[src/include/ata_read_pkg.sv]
package ata_read_pkg;

   // ************************************************************
   // task file addresses on the host side
   // ************************************************************
   localparam logic [2:0] TF_DATA = 3'h0;
   localparam logic [2:0] TF_ERROR = 3'h1;
   localparam logic [2:0] TF_COUNT = 3'h2;
   localparam logic [2:0] TF_LBA_LO = 3'h3;
   localparam logic [2:0] TF_LBA_MID = 3'h4;
   localparam logic [2:0] TF_LBA_HI = 3'h5;
   localparam logic [2:0] TF_DEV_HEAD = 3'h6;
   localparam logic [2:0] TF_STATUS = 3'h7;

   // ************************************************************
   // command codes
   // ************************************************************
   localparam logic [7:0] CMD_READ_SECT = 8'h20;
   localparam logic [7:0] CMD_READ_SECT_NR = 8'h21;
   localparam logic [7:0] CMD_READ_MULT = 8'hc4;
   localparam logic [7:0] CMD_VERIFY = 8'h40;
   localparam logic [7:0] CMD_VERIFY_NR = 8'h41;
   localparam logic [7:0] CMD_NATIVE_MAX = 8'hf8;
   localparam logic [3:0] CMD_RECAL_NIBBLE = 4'h1;

   // ************************************************************
   // status and error fields
   // ************************************************************
   localparam int ST_BSY_BIT = 7;
   localparam int ST_DRDY_BIT = 6;
   localparam int ST_DRQ_BIT = 3;
   localparam int ST_CORR_BIT = 2;
   localparam int ST_ERR_BIT = 0;
   localparam logic [7:0] ERR_ABRT = 8'h04;
   localparam logic [7:0] ERR_UNC = 8'h40;
   localparam logic [7:0] DH_FORCED_ONES = 8'ha0;
   localparam int DH_LBA_BIT = 6;

   // ************************************************************
   // reset values and sizes
   // ************************************************************
   localparam logic [7:0] DH_RESET = 8'ha0;
   localparam logic [7:0] COUNT_RESET = 8'h01;
   localparam logic [7:0] LBA_RESET = 8'h00;
   localparam logic [7:0] WORD_LAST = 8'hff;
   localparam logic [8:0] MAX_SECTORS = 9'h100;
   localparam int WORD_W = 16;
   localparam int BUF_DEPTH = 2;

   typedef enum logic [2:0] {
      ST_IDLE = 3'b001,
      ST_FETCH = 3'b010,
      ST_XFER = 3'b100
   } state_e;

endpackage : ata_read_pkg

[src/include/word_stream_if.sv]
`timescale 1ns/1ps
`default_nettype none

interface word_stream_if;
   logic valid;
   logic ready;
   logic [ata_read_pkg::WORD_W-1:0] data;

   modport source (output valid, output data, input ready);
   modport sink (input valid, input data, output ready);
endinterface : word_stream_if

`default_nettype wire

[src/ata_read_command_engine.sv]
// Summary of operation
// - read multiple moves blocks of the programmed size, one interrupt per block
// - drq qualifies only the start of each block, held across its sectors
// - count is sectors; final partial block is count modulo block size
// - read multiple aborts if block size unset or multiple reads disabled
// - media error posted when the failing sector is fetched, block still transferred with drq
// - interrupt raised whenever drq rises at a full or partial block start
// - count 1..256, zero meaning 256, starting at the addressed sector
// - on single-sector read error stop at failing sector, its address left in registers
// - multiple read continues only after correctable errors, else stops after block
// - native max query returns capacity as lba across address registers
// - single read: busy, fill buffer, drq, clear busy, interrupt per sector
// - verify never raises drq, busy until done, then interrupt
// - verify error stops at failing sector, count holds sectors left
// - recalibrate opcodes complete as a no-operation
// - device/head bits 7,5 read one; bit 6 lba; bit 4 drive; address layout
`timescale 1ns/1ps
`default_nettype none

module ata_read_command_engine (
   // clock and reset
   input wire logic ref_clk_i,
   input wire logic srst_i,
   // task file port
   input wire logic [2:0] tf_addr_i,
   input wire logic tf_wr_i,
   input wire logic tf_rd_i,
   input wire logic [7:0] tf_wdata_i,
   output logic [7:0] tf_rdata_o,
   // pio data port
   input wire logic pio_rd_i,
   output logic pio_ready_o,
   output logic [15:0] pio_data_o,
   // host status lines
   output logic bsy_o,
   output logic drq_o,
   output logic intrq_o,
   // media side
   output logic media_req_o,
   output logic media_verify_o,
   output logic [27:0] media_lba_o,
   input wire logic media_ack_i,
   input wire logic media_err_i,
   input wire logic media_corr_i,
   input wire logic media_valid_i,
   input wire logic [15:0] media_data_i,
   output logic media_ready_o,
   // configuration
   input wire logic [7:0] mult_count_i,
   input wire logic mult_enable_i,
   input wire logic [27:0] native_max_lba_i
);

   // ************************************************************
   // command decoding
   // ************************************************************
   function automatic logic is_read(input logic [7:0] op);
      is_read = (op == ata_read_pkg::CMD_READ_SECT) || (op == ata_read_pkg::CMD_READ_SECT_NR)
         || (op == ata_read_pkg::CMD_READ_MULT);
   endfunction : is_read

   function automatic logic is_verify(input logic [7:0] op);
      is_verify = (op == ata_read_pkg::CMD_VERIFY) || (op == ata_read_pkg::CMD_VERIFY_NR);
   endfunction : is_verify

   // ************************************************************
   // state
   // ************************************************************
   ata_read_pkg::state_e st_q, st_d;
   logic multi_q, multi_d, verify_q, verify_d, stop_q, stop_d;
   logic [8:0] remaining_q, remaining_d, blk_left_q, blk_left_d;
   logic [7:0] words_q, words_d;
   logic [7:0] lo_q, lo_d, mid_q, mid_d, hi_q, hi_d, dh_q, dh_d;
   logic [7:0] count_q, count_d, feat_q, feat_d, errreg_q, errreg_d;
   logic err_q, err_d, corr_q, corr_d, intrq_q, intrq_d;
   logic [7:0] rdata_q, rdata_d;

   logic cmd_wr, stat_rd, wr_ok, pop, last_word, set_irq, blk_start;
   logic [27:0] cur_lba, lba_next;
   logic [8:0] blk_len, first_blk;
   logic [7:0] status;

   word_stream_if media_if ();
   word_stream_if host_if ();

   word_buffer2 u_buf (
      .ref_clk_i(ref_clk_i),
      .srst_i(srst_i),
      .in_p(media_if.sink),
      .out_p(host_if.source)
   );

   assign media_if.valid = media_valid_i;
   assign media_if.data = media_data_i;
   assign media_ready_o = media_if.ready;
   assign host_if.ready = pio_rd_i & (st_q == ata_read_pkg::ST_XFER);
   assign pio_ready_o = host_if.valid & (st_q == ata_read_pkg::ST_XFER);
   assign pio_data_o = host_if.data;

   assign wr_ok = tf_wr_i & (st_q == ata_read_pkg::ST_IDLE);
   assign cmd_wr = wr_ok & (tf_addr_i == ata_read_pkg::TF_STATUS);
   assign stat_rd = tf_rd_i & (tf_addr_i == ata_read_pkg::TF_STATUS);
   assign pop = host_if.valid & host_if.ready;
   assign last_word = pop & (words_q == ata_read_pkg::WORD_LAST);
   assign cur_lba = {dh_q[3:0], hi_q, mid_q, lo_q};
   assign lba_next = cur_lba + 28'h0000001;
   assign blk_len = multi_q ? {1'b0, mult_count_i} : 9'h001;
   assign first_blk = (remaining_q < blk_len) ? remaining_q : blk_len;
   assign blk_start = (blk_left_q == 9'h000);

   // drq stays up inside a block while the next sector is fetched
   assign drq_o = !verify_q && ((st_q == ata_read_pkg::ST_XFER)
      || ((st_q == ata_read_pkg::ST_FETCH) && !blk_start));
   assign bsy_o = (st_q != ata_read_pkg::ST_IDLE) && !drq_o;
   assign intrq_o = intrq_q;
   assign media_req_o = (st_q == ata_read_pkg::ST_FETCH);
   assign media_verify_o = verify_q;
   assign media_lba_o = cur_lba;
   assign tf_rdata_o = rdata_q;

   always_comb begin
      status = 8'h00;
      status[ata_read_pkg::ST_BSY_BIT] = bsy_o;
      status[ata_read_pkg::ST_DRDY_BIT] = !bsy_o;
      status[ata_read_pkg::ST_DRQ_BIT] = drq_o;
      status[ata_read_pkg::ST_CORR_BIT] = corr_q;
      status[ata_read_pkg::ST_ERR_BIT] = err_q;
   end

   // ************************************************************
   // command sequencer
   // ************************************************************
   always_comb begin
      st_d = st_q;
      multi_d = multi_q;
      verify_d = verify_q;
      stop_d = stop_q;
      remaining_d = remaining_q;
      blk_left_d = blk_left_q;
      words_d = words_q;
      lo_d = lo_q;
      mid_d = mid_q;
      hi_d = hi_q;
      dh_d = dh_q;
      count_d = count_q;
      feat_d = feat_q;
      errreg_d = errreg_q;
      err_d = err_q;
      corr_d = corr_q;
      set_irq = 1'b0;
      if (wr_ok) begin
         case (tf_addr_i)
            ata_read_pkg::TF_ERROR: feat_d = tf_wdata_i;
            ata_read_pkg::TF_COUNT: count_d = tf_wdata_i;
            ata_read_pkg::TF_LBA_LO: lo_d = tf_wdata_i;
            ata_read_pkg::TF_LBA_MID: mid_d = tf_wdata_i;
            ata_read_pkg::TF_LBA_HI: hi_d = tf_wdata_i;
            ata_read_pkg::TF_DEV_HEAD: dh_d = tf_wdata_i | ata_read_pkg::DH_FORCED_ONES;
            default: ;
         endcase
      end
      case (st_q)
         ata_read_pkg::ST_IDLE: begin
            if (cmd_wr) begin
               err_d = 1'b0;
               corr_d = 1'b0;
               errreg_d = 8'h00;
               stop_d = 1'b0;
               blk_left_d = 9'h000;
               words_d = 8'h00;
               remaining_d = (count_q == 8'h00) ? ata_read_pkg::MAX_SECTORS : {1'b0, count_q};
               multi_d = (tf_wdata_i == ata_read_pkg::CMD_READ_MULT);
               verify_d = is_verify(tf_wdata_i);
               if ((tf_wdata_i == ata_read_pkg::CMD_READ_MULT)
                     && ((mult_count_i == 8'h00) || !mult_enable_i)) begin
                  err_d = 1'b1;
                  errreg_d = ata_read_pkg::ERR_ABRT;
                  set_irq = 1'b1;
               end else if (is_read(tf_wdata_i) || is_verify(tf_wdata_i)) begin
                  st_d = ata_read_pkg::ST_FETCH;
               end else if (tf_wdata_i == ata_read_pkg::CMD_NATIVE_MAX) begin
                  lo_d = native_max_lba_i[7:0];
                  mid_d = native_max_lba_i[15:8];
                  hi_d = native_max_lba_i[23:16];
                  dh_d = {dh_q[7:4], native_max_lba_i[27:24]};
                  set_irq = 1'b1;
               end else if (tf_wdata_i[7:4] == ata_read_pkg::CMD_RECAL_NIBBLE) begin
                  set_irq = 1'b1;
               end else begin
                  err_d = 1'b1;
                  errreg_d = ata_read_pkg::ERR_ABRT;
                  set_irq = 1'b1;
               end
            end
         end
         ata_read_pkg::ST_FETCH: begin
            if (media_ack_i) begin
               if (media_err_i && !media_corr_i) begin
                  // address registers already point at the failing sector
                  err_d = 1'b1;
                  errreg_d = ata_read_pkg::ERR_UNC;
                  stop_d = 1'b1;
               end else if (media_err_i) begin
                  corr_d = 1'b1;
               end
               if (verify_q) begin
                  if (media_err_i && !media_corr_i) begin
                     count_d = remaining_q[7:0];
                     st_d = ata_read_pkg::ST_IDLE;
                     set_irq = 1'b1;
                  end else if (remaining_q == 9'h001) begin
                     count_d = 8'h00;
                     st_d = ata_read_pkg::ST_IDLE;
                     set_irq = 1'b1;
                  end else begin
                     remaining_d = remaining_q - 9'h001;
                     count_d = remaining_d[7:0];
                     {dh_d[3:0], hi_d, mid_d, lo_d} = lba_next;
                  end
               end else begin
                  words_d = 8'h00;
                  st_d = ata_read_pkg::ST_XFER;
                  if (blk_start) begin
                     blk_left_d = first_blk;
                     set_irq = 1'b1;
                  end
               end
            end
         end
         ata_read_pkg::ST_XFER: begin
            if (pop) begin
               words_d = words_q + 8'h01;
            end
            if (last_word) begin
               remaining_d = remaining_q - 9'h001;
               blk_left_d = blk_left_q - 9'h001;
               count_d = remaining_d[7:0];
               if ((remaining_q == 9'h001) || (stop_q && (blk_left_q == 9'h001))) begin
                  st_d = ata_read_pkg::ST_IDLE;
               end else begin
                  // a failed sector's block still finishes before the stop
                  {dh_d[3:0], hi_d, mid_d, lo_d} = lba_next;
                  st_d = ata_read_pkg::ST_FETCH;
               end
            end
         end
         default: st_d = ata_read_pkg::ST_IDLE;
      endcase
      // a new event wins over the acknowledge of the old one
      intrq_d = set_irq | (intrq_q & !(stat_rd | cmd_wr));
   end

   always_ff @(posedge ref_clk_i) begin
      if (srst_i) begin
         st_q <= ata_read_pkg::ST_IDLE;
         multi_q <= 1'b0;
         verify_q <= 1'b0;
         stop_q <= 1'b0;
         remaining_q <= 9'h000;
         blk_left_q <= 9'h000;
         words_q <= 8'h00;
         lo_q <= ata_read_pkg::LBA_RESET;
         mid_q <= ata_read_pkg::LBA_RESET;
         hi_q <= ata_read_pkg::LBA_RESET;
         dh_q <= ata_read_pkg::DH_RESET;
         count_q <= ata_read_pkg::COUNT_RESET;
         feat_q <= 8'h00;
         errreg_q <= 8'h00;
         err_q <= 1'b0;
         corr_q <= 1'b0;
         intrq_q <= 1'b0;
      end else begin
         st_q <= st_d;
         multi_q <= multi_d;
         verify_q <= verify_d;
         stop_q <= stop_d;
         remaining_q <= remaining_d;
         blk_left_q <= blk_left_d;
         words_q <= words_d;
         lo_q <= lo_d;
         mid_q <= mid_d;
         hi_q <= hi_d;
         dh_q <= dh_d;
         count_q <= count_d;
         feat_q <= feat_d;
         errreg_q <= errreg_d;
         err_q <= err_d;
         corr_q <= corr_d;
         intrq_q <= intrq_d;
      end
   end

   // ************************************************************
   // task file read data
   // ************************************************************
   always_comb begin
      rdata_d = rdata_q;
      if (tf_rd_i) begin
         case (tf_addr_i)
            ata_read_pkg::TF_ERROR: rdata_d = errreg_q;
            ata_read_pkg::TF_COUNT: rdata_d = count_q;
            ata_read_pkg::TF_LBA_LO: rdata_d = lo_q;
            ata_read_pkg::TF_LBA_MID: rdata_d = mid_q;
            ata_read_pkg::TF_LBA_HI: rdata_d = hi_q;
            ata_read_pkg::TF_DEV_HEAD: rdata_d = dh_q | ata_read_pkg::DH_FORCED_ONES;
            ata_read_pkg::TF_STATUS: rdata_d = status;
            default: rdata_d = 8'h00;
         endcase
      end
   end

   always_ff @(posedge ref_clk_i) begin
      if (srst_i) begin
         rdata_q <= 8'h00;
      end else begin
         rdata_q <= rdata_d;
      end
   end

   // ************************************************************
   // checks
   // ************************************************************
   chk_verify_no_drq: assert property (@(posedge ref_clk_i) disable iff (srst_i)
      (st_q != ata_read_pkg::ST_IDLE) && verify_q |-> !drq_o && bsy_o)
      else $error("drq raised or busy dropped during verify");

   chk_abort_multi: assert property (@(posedge ref_clk_i) disable iff (srst_i)
      cmd_wr && (tf_wdata_i == ata_read_pkg::CMD_READ_MULT) && (mult_count_i == 8'h00)
      |=> err_q && (errreg_q == ata_read_pkg::ERR_ABRT) && intrq_q
      && (st_q == ata_read_pkg::ST_IDLE))
      else $error("unconfigured block read not aborted");

   chk_zero_count: assert property (@(posedge ref_clk_i) disable iff (srst_i)
      cmd_wr && (is_read(tf_wdata_i) || is_verify(tf_wdata_i)) && (count_q == 8'h00) && !err_d
      |=> remaining_q == 9'h100)
      else $error("count zero did not mean 256 sectors");

   chk_block_irq: assert property (@(posedge ref_clk_i) disable iff (srst_i)
      (st_q == ata_read_pkg::ST_FETCH) && media_ack_i && blk_start && !verify_q
      |=> intrq_q && drq_o && !bsy_o)
      else $error("block start without interrupt and drq");

   chk_partial_block: assert property (@(posedge ref_clk_i) disable iff (srst_i)
      (st_q == ata_read_pkg::ST_FETCH) && media_ack_i && blk_start && !verify_q
      |=> blk_left_q == (($past(remaining_q) < $past(blk_len)) ? $past(remaining_q)
      : $past(blk_len)))
      else $error("block length not min of remaining and block size");

   chk_mid_block_drq: assert property (@(posedge ref_clk_i) disable iff (srst_i)
      last_word && (blk_left_q > 9'h001) && !stop_q && (remaining_q > 9'h001)
      |=> drq_o && !bsy_o && (st_q == ata_read_pkg::ST_FETCH))
      else $error("drq dropped inside a block");

   chk_native_max: assert property (@(posedge ref_clk_i) disable iff (srst_i)
      cmd_wr && (tf_wdata_i == ata_read_pkg::CMD_NATIVE_MAX)
      |=> (cur_lba == $past(native_max_lba_i)) && intrq_q)
      else $error("native max address not returned");

   chk_recal_nop: assert property (@(posedge ref_clk_i) disable iff (srst_i)
      cmd_wr && (tf_wdata_i[7:4] == ata_read_pkg::CMD_RECAL_NIBBLE)
      |=> intrq_q && !bsy_o && !err_q && ($stable(cur_lba)))
      else $error("recalibrate did more than complete");

   chk_final_idle: assert property (@(posedge ref_clk_i) disable iff (srst_i)
      last_word && (remaining_q == 9'h001) && !set_irq
      |=> !drq_o && !bsy_o && ($past(intrq_q) || !intrq_q))
      else $error("final sector not followed by idle without interrupt");

   chk_verify_err: assert property (@(posedge ref_clk_i) disable iff (srst_i)
      (st_q == ata_read_pkg::ST_FETCH) && verify_q && media_ack_i && media_err_i && !media_corr_i
      |=> (count_q == 8'($past(remaining_q))) && $stable(cur_lba) && err_q)
      else $error("verify error left wrong count or address");

endmodule : ata_read_command_engine

`default_nettype wire

[src/word_buffer2.sv]
`timescale 1ns/1ps
`default_nettype none

module word_buffer2 (
   // clock and reset
   input wire logic ref_clk_i,
   input wire logic srst_i,
   // streams
   word_stream_if.sink in_p,
   word_stream_if.source out_p
);
   logic [ata_read_pkg::WORD_W-1:0] mem_q [ata_read_pkg::BUF_DEPTH];
   logic [ata_read_pkg::WORD_W-1:0] mem_d [ata_read_pkg::BUF_DEPTH];
   logic wr_ptr_q, wr_ptr_d, rd_ptr_q, rd_ptr_d;
   logic [1:0] fill_q, fill_d;
   logic push, pop;

   // ************************************************************
   // two entries so a stalled reader never drops a word in flight
   // ************************************************************
   assign in_p.ready = (fill_q != 2'h2);
   assign out_p.valid = (fill_q != 2'h0);
   assign out_p.data = mem_q[rd_ptr_q];
   assign push = in_p.valid & in_p.ready;
   assign pop = out_p.valid & out_p.ready;

   always_comb begin
      mem_d = mem_q;
      wr_ptr_d = wr_ptr_q;
      rd_ptr_d = rd_ptr_q;
      fill_d = fill_q;
      if (push) begin
         mem_d[wr_ptr_q] = in_p.data;
         wr_ptr_d = ~wr_ptr_q;
      end
      if (pop) begin
         rd_ptr_d = ~rd_ptr_q;
      end
      if (push && !pop) begin
         fill_d = fill_q + 2'h1;
      end else if (pop && !push) begin
         fill_d = fill_q - 2'h1;
      end
   end

   always_ff @(posedge ref_clk_i) begin
      if (srst_i) begin
         wr_ptr_q <= 1'b0;
         rd_ptr_q <= 1'b0;
         fill_q <= 2'h0;
         for (int i = 0; i < ata_read_pkg::BUF_DEPTH; i++) begin
            mem_q[i] <= 16'h0000;
         end
      end else begin
         wr_ptr_q <= wr_ptr_d;
         rd_ptr_q <= rd_ptr_d;
         fill_q <= fill_d;
         mem_q <= mem_d;
      end
   end

endmodule : word_buffer2

`default_nettype wire

[config.mk]
export PLATFORM = sky130hd
export DESIGN_NAME = ata_read_command_engine
export DESIGN_NICKNAME = d
export VERILOG_FILES = /design/src/include/ata_read_pkg.sv /design/src/include/word_stream_if.sv /design/src/ata_read_command_engine.sv /design/src/word_buffer2.sv
export SDC_FILE = /design/constraint.sdc
export NUM_CORES = 1
export LEC_CHECK = 0
export ABC_AREA = 1
export BUFFER_PORTS_ARGS = -buffer_cell sky130_fd_sc_hd__buf_2
export CAP_MARGIN = 20
export CORE_ASPECT_RATIO = 1.4
export CORE_MARGIN = 4
export CORE_UTILIZATION = 45
export CTS_BUF_LIST = sky130_fd_sc_hd__clkbuf_2 sky130_fd_sc_hd__clkbuf_4 sky130_fd_sc_hd__clkbuf_8
export DETAILED_ROUTE_END_ITERATION = 8
export PLACE_DENSITY_LB_ADDON = 0.2
export SETUP_SLACK_MARGIN = 0.4
export SLEW_MARGIN = 10
export SYNTH_ARGS = -nofsm -noshare
export SYNTH_HDL_FRONTEND = slang
export SYNTH_HIERARCHICAL = 1
export SYNTH_SLANG_ARGS = --single-unit
[constraint.sdc]
create_clock -name ref_clk_i -period 3.6 [get_ports ref_clk_i]
set_clock_uncertainty 0.05 [all_clocks]
set_input_delay 0.36 -clock ref_clk_i [delete_from_list [all_inputs] [get_ports ref_clk_i]]
set_output_delay 0.36 -clock ref_clk_i [all_outputs]
set_load 0.02 [all_outputs]
==> impl_metrics.tcl, run 1 <==
set metrics [dict create \
    hold_buffers 0 \
    synth.avg_cell_area_um2 6.13 \
    worstMarginPinSlew_ns 0.975 \
    dp_hpwl_um 18900 \
    setup_ws_ns 0.974 \
    yosys_warnings 6 \
    synth_edf_count 0 \
    finalCriticalPeriod_ns 2.63 \
    async_flop_share_pct 0 \
    r2r-end "hi_q[7]$_SDFF_PP0_" \
    peakVddDrop_v 0.000150 \
    drv_cap 0 \
    cts_buffers 17 \
    cts.repair.resized 0 \
    first_pass_iters 8 \
    syn_inst 1299 \
    antenna_found_initial 1 \
    viasPerCell 5.23 \
    worstHoldStart "media_data_i[4]" \
    grtUsageMet2_pct 44.3 \
    drc 0 \
    h-tree-depth 4 \
    hold_violations 0 \
    power.density_mw_per_mm2 348 \
    crit_path_cell_trace "nor2_1 -> nand2_1 -> nand2_1 -> inv_2 -> nand2_1 -> nand2_1 -> nor2_1 -> nand3_2 -> nand2_1 -> nand3_1 -> and2_1" \
    netlist_top_cells_area "dfxtp_1, nand2_1, nor2_1" \
    area_growth_pct 13.6 \
    cts_tree "yes" \
    drive_above_1_share_pct 14.7 \
    endpoint_kind "register" \
    final_area_mm2 0.00905 \
    min_path_type "primary input to register" \
    overflow 0 \
    nFillCells 1892 \
    first_iter_violations 687 \
    detail-route-antenna-nets 0 \
    whs_path_depth 3 \
    rows 57 \
    whs_ns 0.0822 \
    regArea_mm2 0.00236 \
    root_buffer "clkbuf_8" \
    wl_um 25000 \
    clock-sinks 118 \
    ys_seq_area_share_pct 29.7 \
    io_pins 132 \
    grt_pass1_vias 8074 \
    yosys.area.top_type "dfxtp_1" \
    die_h_um 165 \
    grt_use_total_pct 25.2 \
    port_buffers 131 \
    top_usage_layer "met2" \
    run_status "completed" \
    grtUsageMet1_pct 29.3 \
    synth_cell_types 45 \
    period_share_pct 72.9 \
    netlist.area_leader.share_pct 29.7 \
    timing.fmax_mhz 381 \
    setup_tns_ns 0 \
    dr_total_vias 8654 \
    start_util_pct 45.8 \
    stdcell_count 1655 \
    reg2reg_depth 11 \
    place_ws_ns 0.997 \
    synth-seq-cells 118 \
    placedCellCount 1621 \
    clockBufferDepth 2 \
    die_area_mm2 0.0199 \
    cpPeakStageDelay_ns 0.56 \
    timing.rr.start "st_q[1]$_SDFFE_PP0P_" \
    slew_violations 0 \
    final_util_pct 52.0 \
    synthFlopType "dfxtp_1" \
    clkTransAtPathRegs_ns 0.09 \
    crit_type "register to register" \
    cp-start-kind "register" \
    cp_common_cell "nand2_1" \
    clock_latency_ns 0.46 \
    fin_nets 1493 \
    die_w_um 120 \
    grt_max_degree 45 \
    routedWlPerCell_um 15.1 \
    use_met3_pct 3.95 \
    setup_viol 0 \
    core-area_mm2 0.0174 \
    critPathArrivalTime_ns 2.93 \
    cp.required_ns 3.90 \
    crit_fanout 28 \
    critPathSlowestCell "nand3_2" \
    p_leak_nw 4.23 \
    holdPathEnd "u_buf/mem_q[4]$_SDFFE_PP0P_" \
    postCtsSetupBuffers 0 \
    finalPower_mw 3.15 \
    most-common-layout-cells "nand2_1, nor2_1, inv_1" \
    grt_first_pass_wirelength_um 40000 \
    multiInputGateArea_mm2 0.00467 \
    syn_area_mm2 0.00797 \
    gp_routability_congestion 0.980 \
    final_common_cell "nand2_1" \
    placed_area_mm2 0.00863 \
    rsz0062_at_grt "false" \
    slew_headroom_pct 34.6 \
    syn_nets 1387 \
    rrSetupSlack_ns 0.97 \
]
[critical path: cells and delay by family, from the launching register on]
kind / cells / cell delay (ns)
AND/OR/NAND/NOR: 10 / 1.97
buffers and inverters: 1 / 0.16
flip-flops: 1 / 0.33
[cells by family after synthesis]
kind of cell,after synthesis,synth area share [%]
buffers and inverters,214,11.7
adders and majority gates,15,2.36
xor gates and xnor gates,23,2.53
and+or+nand+nor,673,35.7
AOI/OAI and AO/OA,256,18.1
DFF,118,29.7
[synthesized netlist by cell type, types with 10 or more instances]
| cell type | number |
|---|---|
| o21ai_0 | 83 |
| nand3_1 | 65 |
| a31oi_1 | 17 |
| xor2_1 | 21 |
| nor2_1 | 171 |
| o21ai_1 | 25 |
| o22ai_1 | 11 |
| buf_2 | 10 |
| clkbuf_1 | 20 |
| a21oi_1 | 77 |
| nor3_1 | 17 |
| ha_1 | 15 |
| inv_2 | 17 |
| a22oi_1 | 16 |
| nand4_1 | 24 |
| dfxtp_1 | 118 |
| inv_1 | 145 |
| nand2_1 | 367 |
[layer usage]
layer | vias up | wire, um
met3 | 81 | 1490
met2 | 301 | 12200
met1 | 3853 | 10100
met5 | - | 0
li1 | 4419 | -
met4 | 0 | 1180
[layout make-up]
type	instances	share of cell area (%)
antenna	1	0.0277
clock buffer	17	2.59
clock inverter	15	1.80
inverter	166	6.90
multi-input combinational	967	51.7
sequential	118	26.1
tap	236	3.26
timing repair buffer	135	7.66
[worst max path at each step]
| stage | from | endpoint | slack (ns) | depth (start not counted) |
|---|---|---|---|---|
| after detailed placement | st_q[1]$_SDFFE_PP0P_ | hi_q[7]$_SDFF_PP0_ | 1.0 | 11 |
| after global routing | st_q[1]$_SDFFE_PP0P_ | dh_q[1]$_SDFF_PP0_ | 0.60 | 12 |
| after global placement | st_q[1]$_SDFFE_PP0P_ | dh_q[1]$_SDFF_PP0_ | 1.07 | 12 |
| after CTS | st_q[1]$_SDFFE_PP0P_ | dh_q[2]$_SDFF_PP0_ | 0.98 | 12 |
| final | st_q[1]$_SDFFE_PP0P_ | hi_q[7]$_SDFF_PP0_ | 0.97 | 11 |
| after floorplan | multi_q$_SDFFE_PP0P_ | blk_left_q[5]$_SDFFE_PP0P_ | 1.59 | 11 |
[state kept, by name (all words and copies together), names as in the netlist]
signal / cells
hi_q: 8
st_q: 3
tf_rdata_o: 8
mid_q: 8
intrq_o: 1
errreg_q: 2
u_buf/wr_ptr_q: 1
words_q: 8
err_q: 1
u_buf/mem_q: 32
remaining_q: 9
lo_q: 8
u_buf/rd_ptr_q: 1
u_buf/fill_q: 2
dh_q: 6
multi_q: 1
media_verify_o: 1
count_q: 8
blk_left_q: 9
corr_q: 1
[report_power, final]
| part | internal, mW | switching, mW |
|---|---|---|
| clock | 0.578 | 0.668 |
| sequential | 1.36 | 0.0358 |
| combinational | 0.163 | 0.343 |
| total | 2.10 | 1.05 |
(Power assumes the default switching activity.)
==> run 2: changes to the inputs <==
==> constraint.sdc (replaced) <==
create_clock -name ref_clk_i -period 2.16 [get_ports ref_clk_i]
set_clock_uncertainty 0.05 [all_clocks]
set_input_delay 0.216 -clock ref_clk_i [delete_from_list [all_inputs] [get_ports ref_clk_i]]
set_output_delay 0.216 -clock ref_clk_i [all_outputs]
set_load 0.02 [all_outputs]
==> impl_metrics.tcl, run 2 (synthesis results as in run 1) <==
set metrics [dict create \
    run_status "completed" \
    timing.fmax_mhz 518 \
    detail-route-antenna-nets 0 \
    clock-sinks 118 \
    first_pass_iters 5 \
    crit_path_cell_trace "ha_4 -> nand2_2 -> nor2_1 -> nand2_1 -> o21ai_4 -> nand2_2 -> nor2_4 -> nand3_4 -> buf_8 -> nand2_1 -> a31oi_1" \
    most-common-layout-cells "nand2_1, nor2_1, inv_1" \
    routedWlPerCell_um 15.6 \
    clockBufferDepth 2 \
    rows 57 \
    worstMarginPinSlew_ns 0.580 \
    drive_above_1_share_pct 31.1 \
    finalCriticalPeriod_ns 1.93 \
    critPathArrivalTime_ns 2.19 \
    viasPerCell 5.27 \
    crit_family "simple AND/OR/NAND/NOR gates" \
    setup_viol 0 \
    clkTransAtPathRegs_ns 0.09 \
    root_buffer "clkbuf_8" \
    whs_ns 0.0308 \
    fin_nets 1626 \
    crit_type "register to register" \
    period_share_pct 89.4 \
    power.density_mw_per_mm2 491 \
    p_leak_nw 4.99 \
    min_path_type "primary input to register" \
    first_iter_violations 747 \
    core-area_mm2 0.0174 \
    cts_tree "yes" \
    largest_reg_flops 32 \
    dp_hpwl_um 19800 \
    largest_register "u_buf/mem_q" \
    io_pins 132 \
    port_buffers 131 \
    antenna_found_initial 0 \
    cpPeakStageDelay_ns 0.36 \
    placedCellCount 1661 \
    critPathSlowestCell "dfxtp_4" \
    cp-start-kind "register" \
    wl_um 27900 \
    gp_routability_congestion 1.01 \
    final_common_cell "nand2_1" \
    die_area_mm2 0.0199 \
    dr_total_vias 9419 \
    endpoint_kind "register" \
    grt_max_degree 46 \
    die_h_um 165 \
    grt_use_total_pct 27.6 \
    grt_first_pass_wirelength_um 43800 \
    stdcell_count 1787 \
    cts_buffers 17 \
    reg.largest.list "u_buf/mem_q (32), blk_left_q (9), remaining_q (9)" \
    peakVddDrop_v 0.000318 \
    cp.required_ns 2.42 \
    grt_pass1_vias 8901 \
    n_antenna_cell 0 \
    rsz0062_at_grt "true" \
    worst-path-buf-inv 1 \
    hold_violations 0 \
    slew_headroom_pct 61.3 \
    setup_tns_ns 0 \
    clock_latency_ns 0.46 \
    crit_fanout 7 \
    h-tree-depth 4 \
    area_growth_pct 39.2 \
    die_w_um 120 \
    nFillCells 1650 \
    start_util_pct 45.8 \
    drc 0 \
    slew_violations 0 \
    overflow 0 \
    drv_cap 0 \
]
run 2: layer usage:
layer	vias up	track usage [%]	wire length [um]
met2	345	49.5	14000
met3	91	4.33	1620
li1	4718	-	-
met1	4265	30.7	10900
met4	0	16.1	1410
met5	-	0	0
run 2: final cells by class:
type	count	area (um2)	area share (%)
Timing Repair Buffer	265	1930	17.4
Multi-Input combinational cell	970	5410	48.8
Sequential cell	118	2410	21.7
Clock buffer	17	234	2.11
Clock inverter	15	154	1.39
Tap cell	236	295	2.66
Inverter	166	654	5.90
run 2: worst paths after layout:
check,from,depth (start not counted),slack (ns),endpoint
worst max-delay path,words_q[0]$_SDFFE_PP0P_,11,0.23,mid_q[7]$_SDFF_PP0_
worst min register to register,tf_rdata_o[0]$_SDFFE_PP0P_,2,0.42,tf_rdata_o[0]$_SDFFE_PP0P_
worst min-delay path,native_max_lba_i[2],3,0.03,lo_q[2]$_SDFF_PP0_
worst max register to register,words_q[0]$_SDFFE_PP0P_,11,0.23,mid_q[7]$_SDFF_PP0_
run 2: metrics by stage:
step | total power, mW | instance area, um2 | util [%] | setup WS [ns]
after global placement | 3.25 | 9000 | 51.7 | 0.0711
final | 5.45 | 11100 | 63.7 | 0.229
after CTS | 5.42 | 10500 | 60.6 | 0.297
after detailed placement | 3.26 | 9000 | 51.7 | 0.0499
after floorplan | 2.97 | 8030 | - | 0.339
after global routing | 5.72 | 11100 | 63.7 | 0.174
run 2: repair_timing:
| item | 4_1_cts | 5_1_grt |
|---|---|---|
| setup endpoints to repair | 70 | 77 |
| pin swaps | 32 | 42 |
| gates cloned | 6 | 0 |
| buffers inserted | 31 | 23 |
| endpoints found under the hold margin | 50 | 0 |
| hold buffers | 34 | 0 |
| gates resized for setup | 168 | 97 |
run 2: power by group:
part	internal, mW	switching [mW]
Sequential	2.27	0.0602
Clock	0.863	1.14
Combinational	0.451	0.673
run 2: worst reg2reg max path, cell delays in order (launching register included):
cell and delay (ns):
dfxtp_4 0.36, ha_4 0.13, nand2_2 0.06, nor2_1 0.10, nand2_1 0.11, o21ai_4 0.19, nand2_2 0.09, nor2_4 0.16
nand3_4 0.19, buf_8 0.21, nand2_1 0.06, a31oi_1 0.06
==> run 3: changes to the inputs <==
--- a/config.mk
+++ b/config.mk
@@ -10,7 +10,7 @@
 export CAP_MARGIN = 20
 export CORE_ASPECT_RATIO = 1.4
 export CORE_MARGIN = 4
-export CORE_UTILIZATION = 45
+export CORE_UTILIZATION = 40
 export CTS_BUF_LIST = sky130_fd_sc_hd__clkbuf_2 sky130_fd_sc_hd__clkbuf_4 sky130_fd_sc_hd__clkbuf_8
 export DETAILED_ROUTE_END_ITERATION = 8
 export PLACE_DENSITY_LB_ADDON = 0.2
==> impl_metrics.tcl, run 3 (synthesis results as in run 1) <==
set metrics [dict create \
    endpoint_kind "register" \
    die_w_um 127 \
    peakVddDrop_v 0.000350 \
    die_area_mm2 0.0223 \
    grt_first_pass_wirelength_um 46100 \
    power_frac_comb_pct 20.9 \
    clkTransAtPathRegs_ns 0.09 \
    crit_fanout 6 \
    grt_use_total_pct 25.7 \
    power_frac_seq_pct 42.0 \
    critPathArrivalTime_ns 2.31 \
    largest_reg_flops 32 \
    grt_pass1_vias 9247 \
    core-area_mm2 0.0194 \
    most-common-layout-cells "nand2_1, nor2_1, inv_1" \
    hold_violations 0 \
    detail-route-antenna-nets 0 \
    slew_violations 0 \
    dr_total_vias 9726 \
    routedWlPerCell_um 16.7 \
    run_status "completed" \
    p_sw_mw 1.96 \
    drc 0 \
    n_antenna_cell 0 \
    reg.largest.list "u_buf/mem_q (32), blk_left_q (9), remaining_q (9)" \
    first_iter_violations 718 \
    power.density_mw_per_mm2 478 \
    clockBufferDepth 2 \
    rsz0062_at_grt "true" \
    antenna_found_initial 0 \
    p_int_mw 3.59 \
    wl_um 30400 \
    cp.required_ns 2.45 \
    multiInputGateArea_mm2 0.00562 \
    grt_max_degree 47 \
    p_leak_nw 5.21 \
    port_buffers 131 \
    rows 60 \
    setup_viol 0 \
    regArea_mm2 0.00242 \
    root_buffer "clkbuf_8" \
    fin_nets 1647 \
    largest_register "u_buf/mem_q" \
    cts_tree "yes" \
    slew_headroom_pct 58.0 \
    h-tree-depth 4 \
    area_growth_pct 45.6 \
    first_pass_iters 6 \
    start_util_pct 41.1 \
    die_h_um 175 \
    switching_share_pct 35.3 \
    dp_hpwl_um 20300 \
    timing.fmax_mhz 496 \
    overflow 0 \
    drive_above_1_share_pct 33.0 \
    power_frac_clock_pct 37.1 \
    final_common_cell "nand2_1" \
    clock_latency_ns 0.47 \
    finalCriticalPeriod_ns 2.02 \
    crit_type "register to register" \
    nFillCells 1776 \
    worstMarginPinSlew_ns 0.630 \
    cp-start-kind "register" \
    gp_routability_congestion 0.960 \
    final_util_pct 59.9 \
    setup_tns_ns 0 \
    viasPerCell 5.34 \
    period_share_pct 93.3 \
    io_pins 132 \
    min_path_type "primary input to register" \
    cts_buffers 17 \
    drv_cap 0 \
    clock-sinks 118 \
]
==> run 3: area by class of cell <==
type | instances | share of cell area [%]
clock buffers | 17 | 2.02
clock inverters | 15 | 1.28
inverters | 166 | 5.77
multi-input cells | 971 | 48.5
flip-flops and latches | 118 | 20.9
well taps | 248 | 2.68
repair buffers | 285 | 18.9
==> run 3: per-stage QoR <==
stage	setup slack [ns]	instance area [um2]	cells	hold WS (ns)	power [mW]
5_1_grt	0.0935	11600	1820	0.0170	5.81
2_1_floorplan	0.339	8030	1299	0.235	2.97
6_report	0.144	11600	1820	0.0261	5.54
3_5_place_dp	0.0190	9010	1673	0.406	3.26
4_1_cts	0.255	10800	1792	0.00602	5.47
3_3_place_gp	0.0147	9010	1673	0.404	3.25
==> run 3: final timing paths <==
path / startpoint / slack (ns) / endpoint / cells past startpoint
worst min register to register: tf_rdata_o[4]$_SDFFE_PP0P_ / 0.42 / tf_rdata_o[4]$_SDFFE_PP0P_ / 2
worst max register to register: words_q[1]$_SDFFE_PP0P_ / 0.14 / hi_q[1]$_SDFF_PP0_ / 12
worst min-delay path: native_max_lba_i[27] / 0.03 / dh_q[3]$_SDFF_PP0_ / 5
worst max-delay path: words_q[1]$_SDFFE_PP0P_ / 0.14 / hi_q[1]$_SDFF_PP0_ / 12
==> run 3: routing by layer <==
layer  vias up  part of all wire (%)  track usage (%)  routed length [um]
met2       359                    51             45.7               15400
li1       4754                     -                -                   -
met5         -                     0                0                   0
met3       125                   5.0             4.25                1520
met1      4488                    39             29.1               11800
met4         0                   5.3             13.2                1600
==> run 3: what timing repair did <==
| action | 4_1_cts | 5_1_grt |
|---|---|---|
| hold buffers | 38 | 0 |
| buffers inserted | 44 | 24 |
| endpoints found under the setup margin | 85 | 77 |
| gates resized for setup | 185 | 135 |
| gates cloned | 5 | 4 |
| pin swaps | 31 | 59 |
| hold endpoints to repair | 55 | 0 |
==> run 3: power groups by stage <==
stage	combinational [mW]	sequential [mW]	clock (mW)
2_1_floorplan	0.589	2.38	0
3_3_place_gp	0.872	2.38	0
3_5_place_dp	0.877	2.38	0
4_1_cts	1.05	2.33	2.09
5_1_grt	1.27	2.34	2.20
6_report	1.16	2.33	2.06
==> run 3: critical path, stage by stage, from the launching register on <==
cell     delay, ns
dfxtp_4       0.37
ha_4          0.15
nand2_4       0.06
nor2_2        0.11
nand2_2       0.09
o21ai_4       0.19
nand2_2       0.09
nor2_4        0.15
nand3_4       0.17
buf_6         0.17
buf_8         0.13
nand2_4       0.06
a31oi_4       0.08
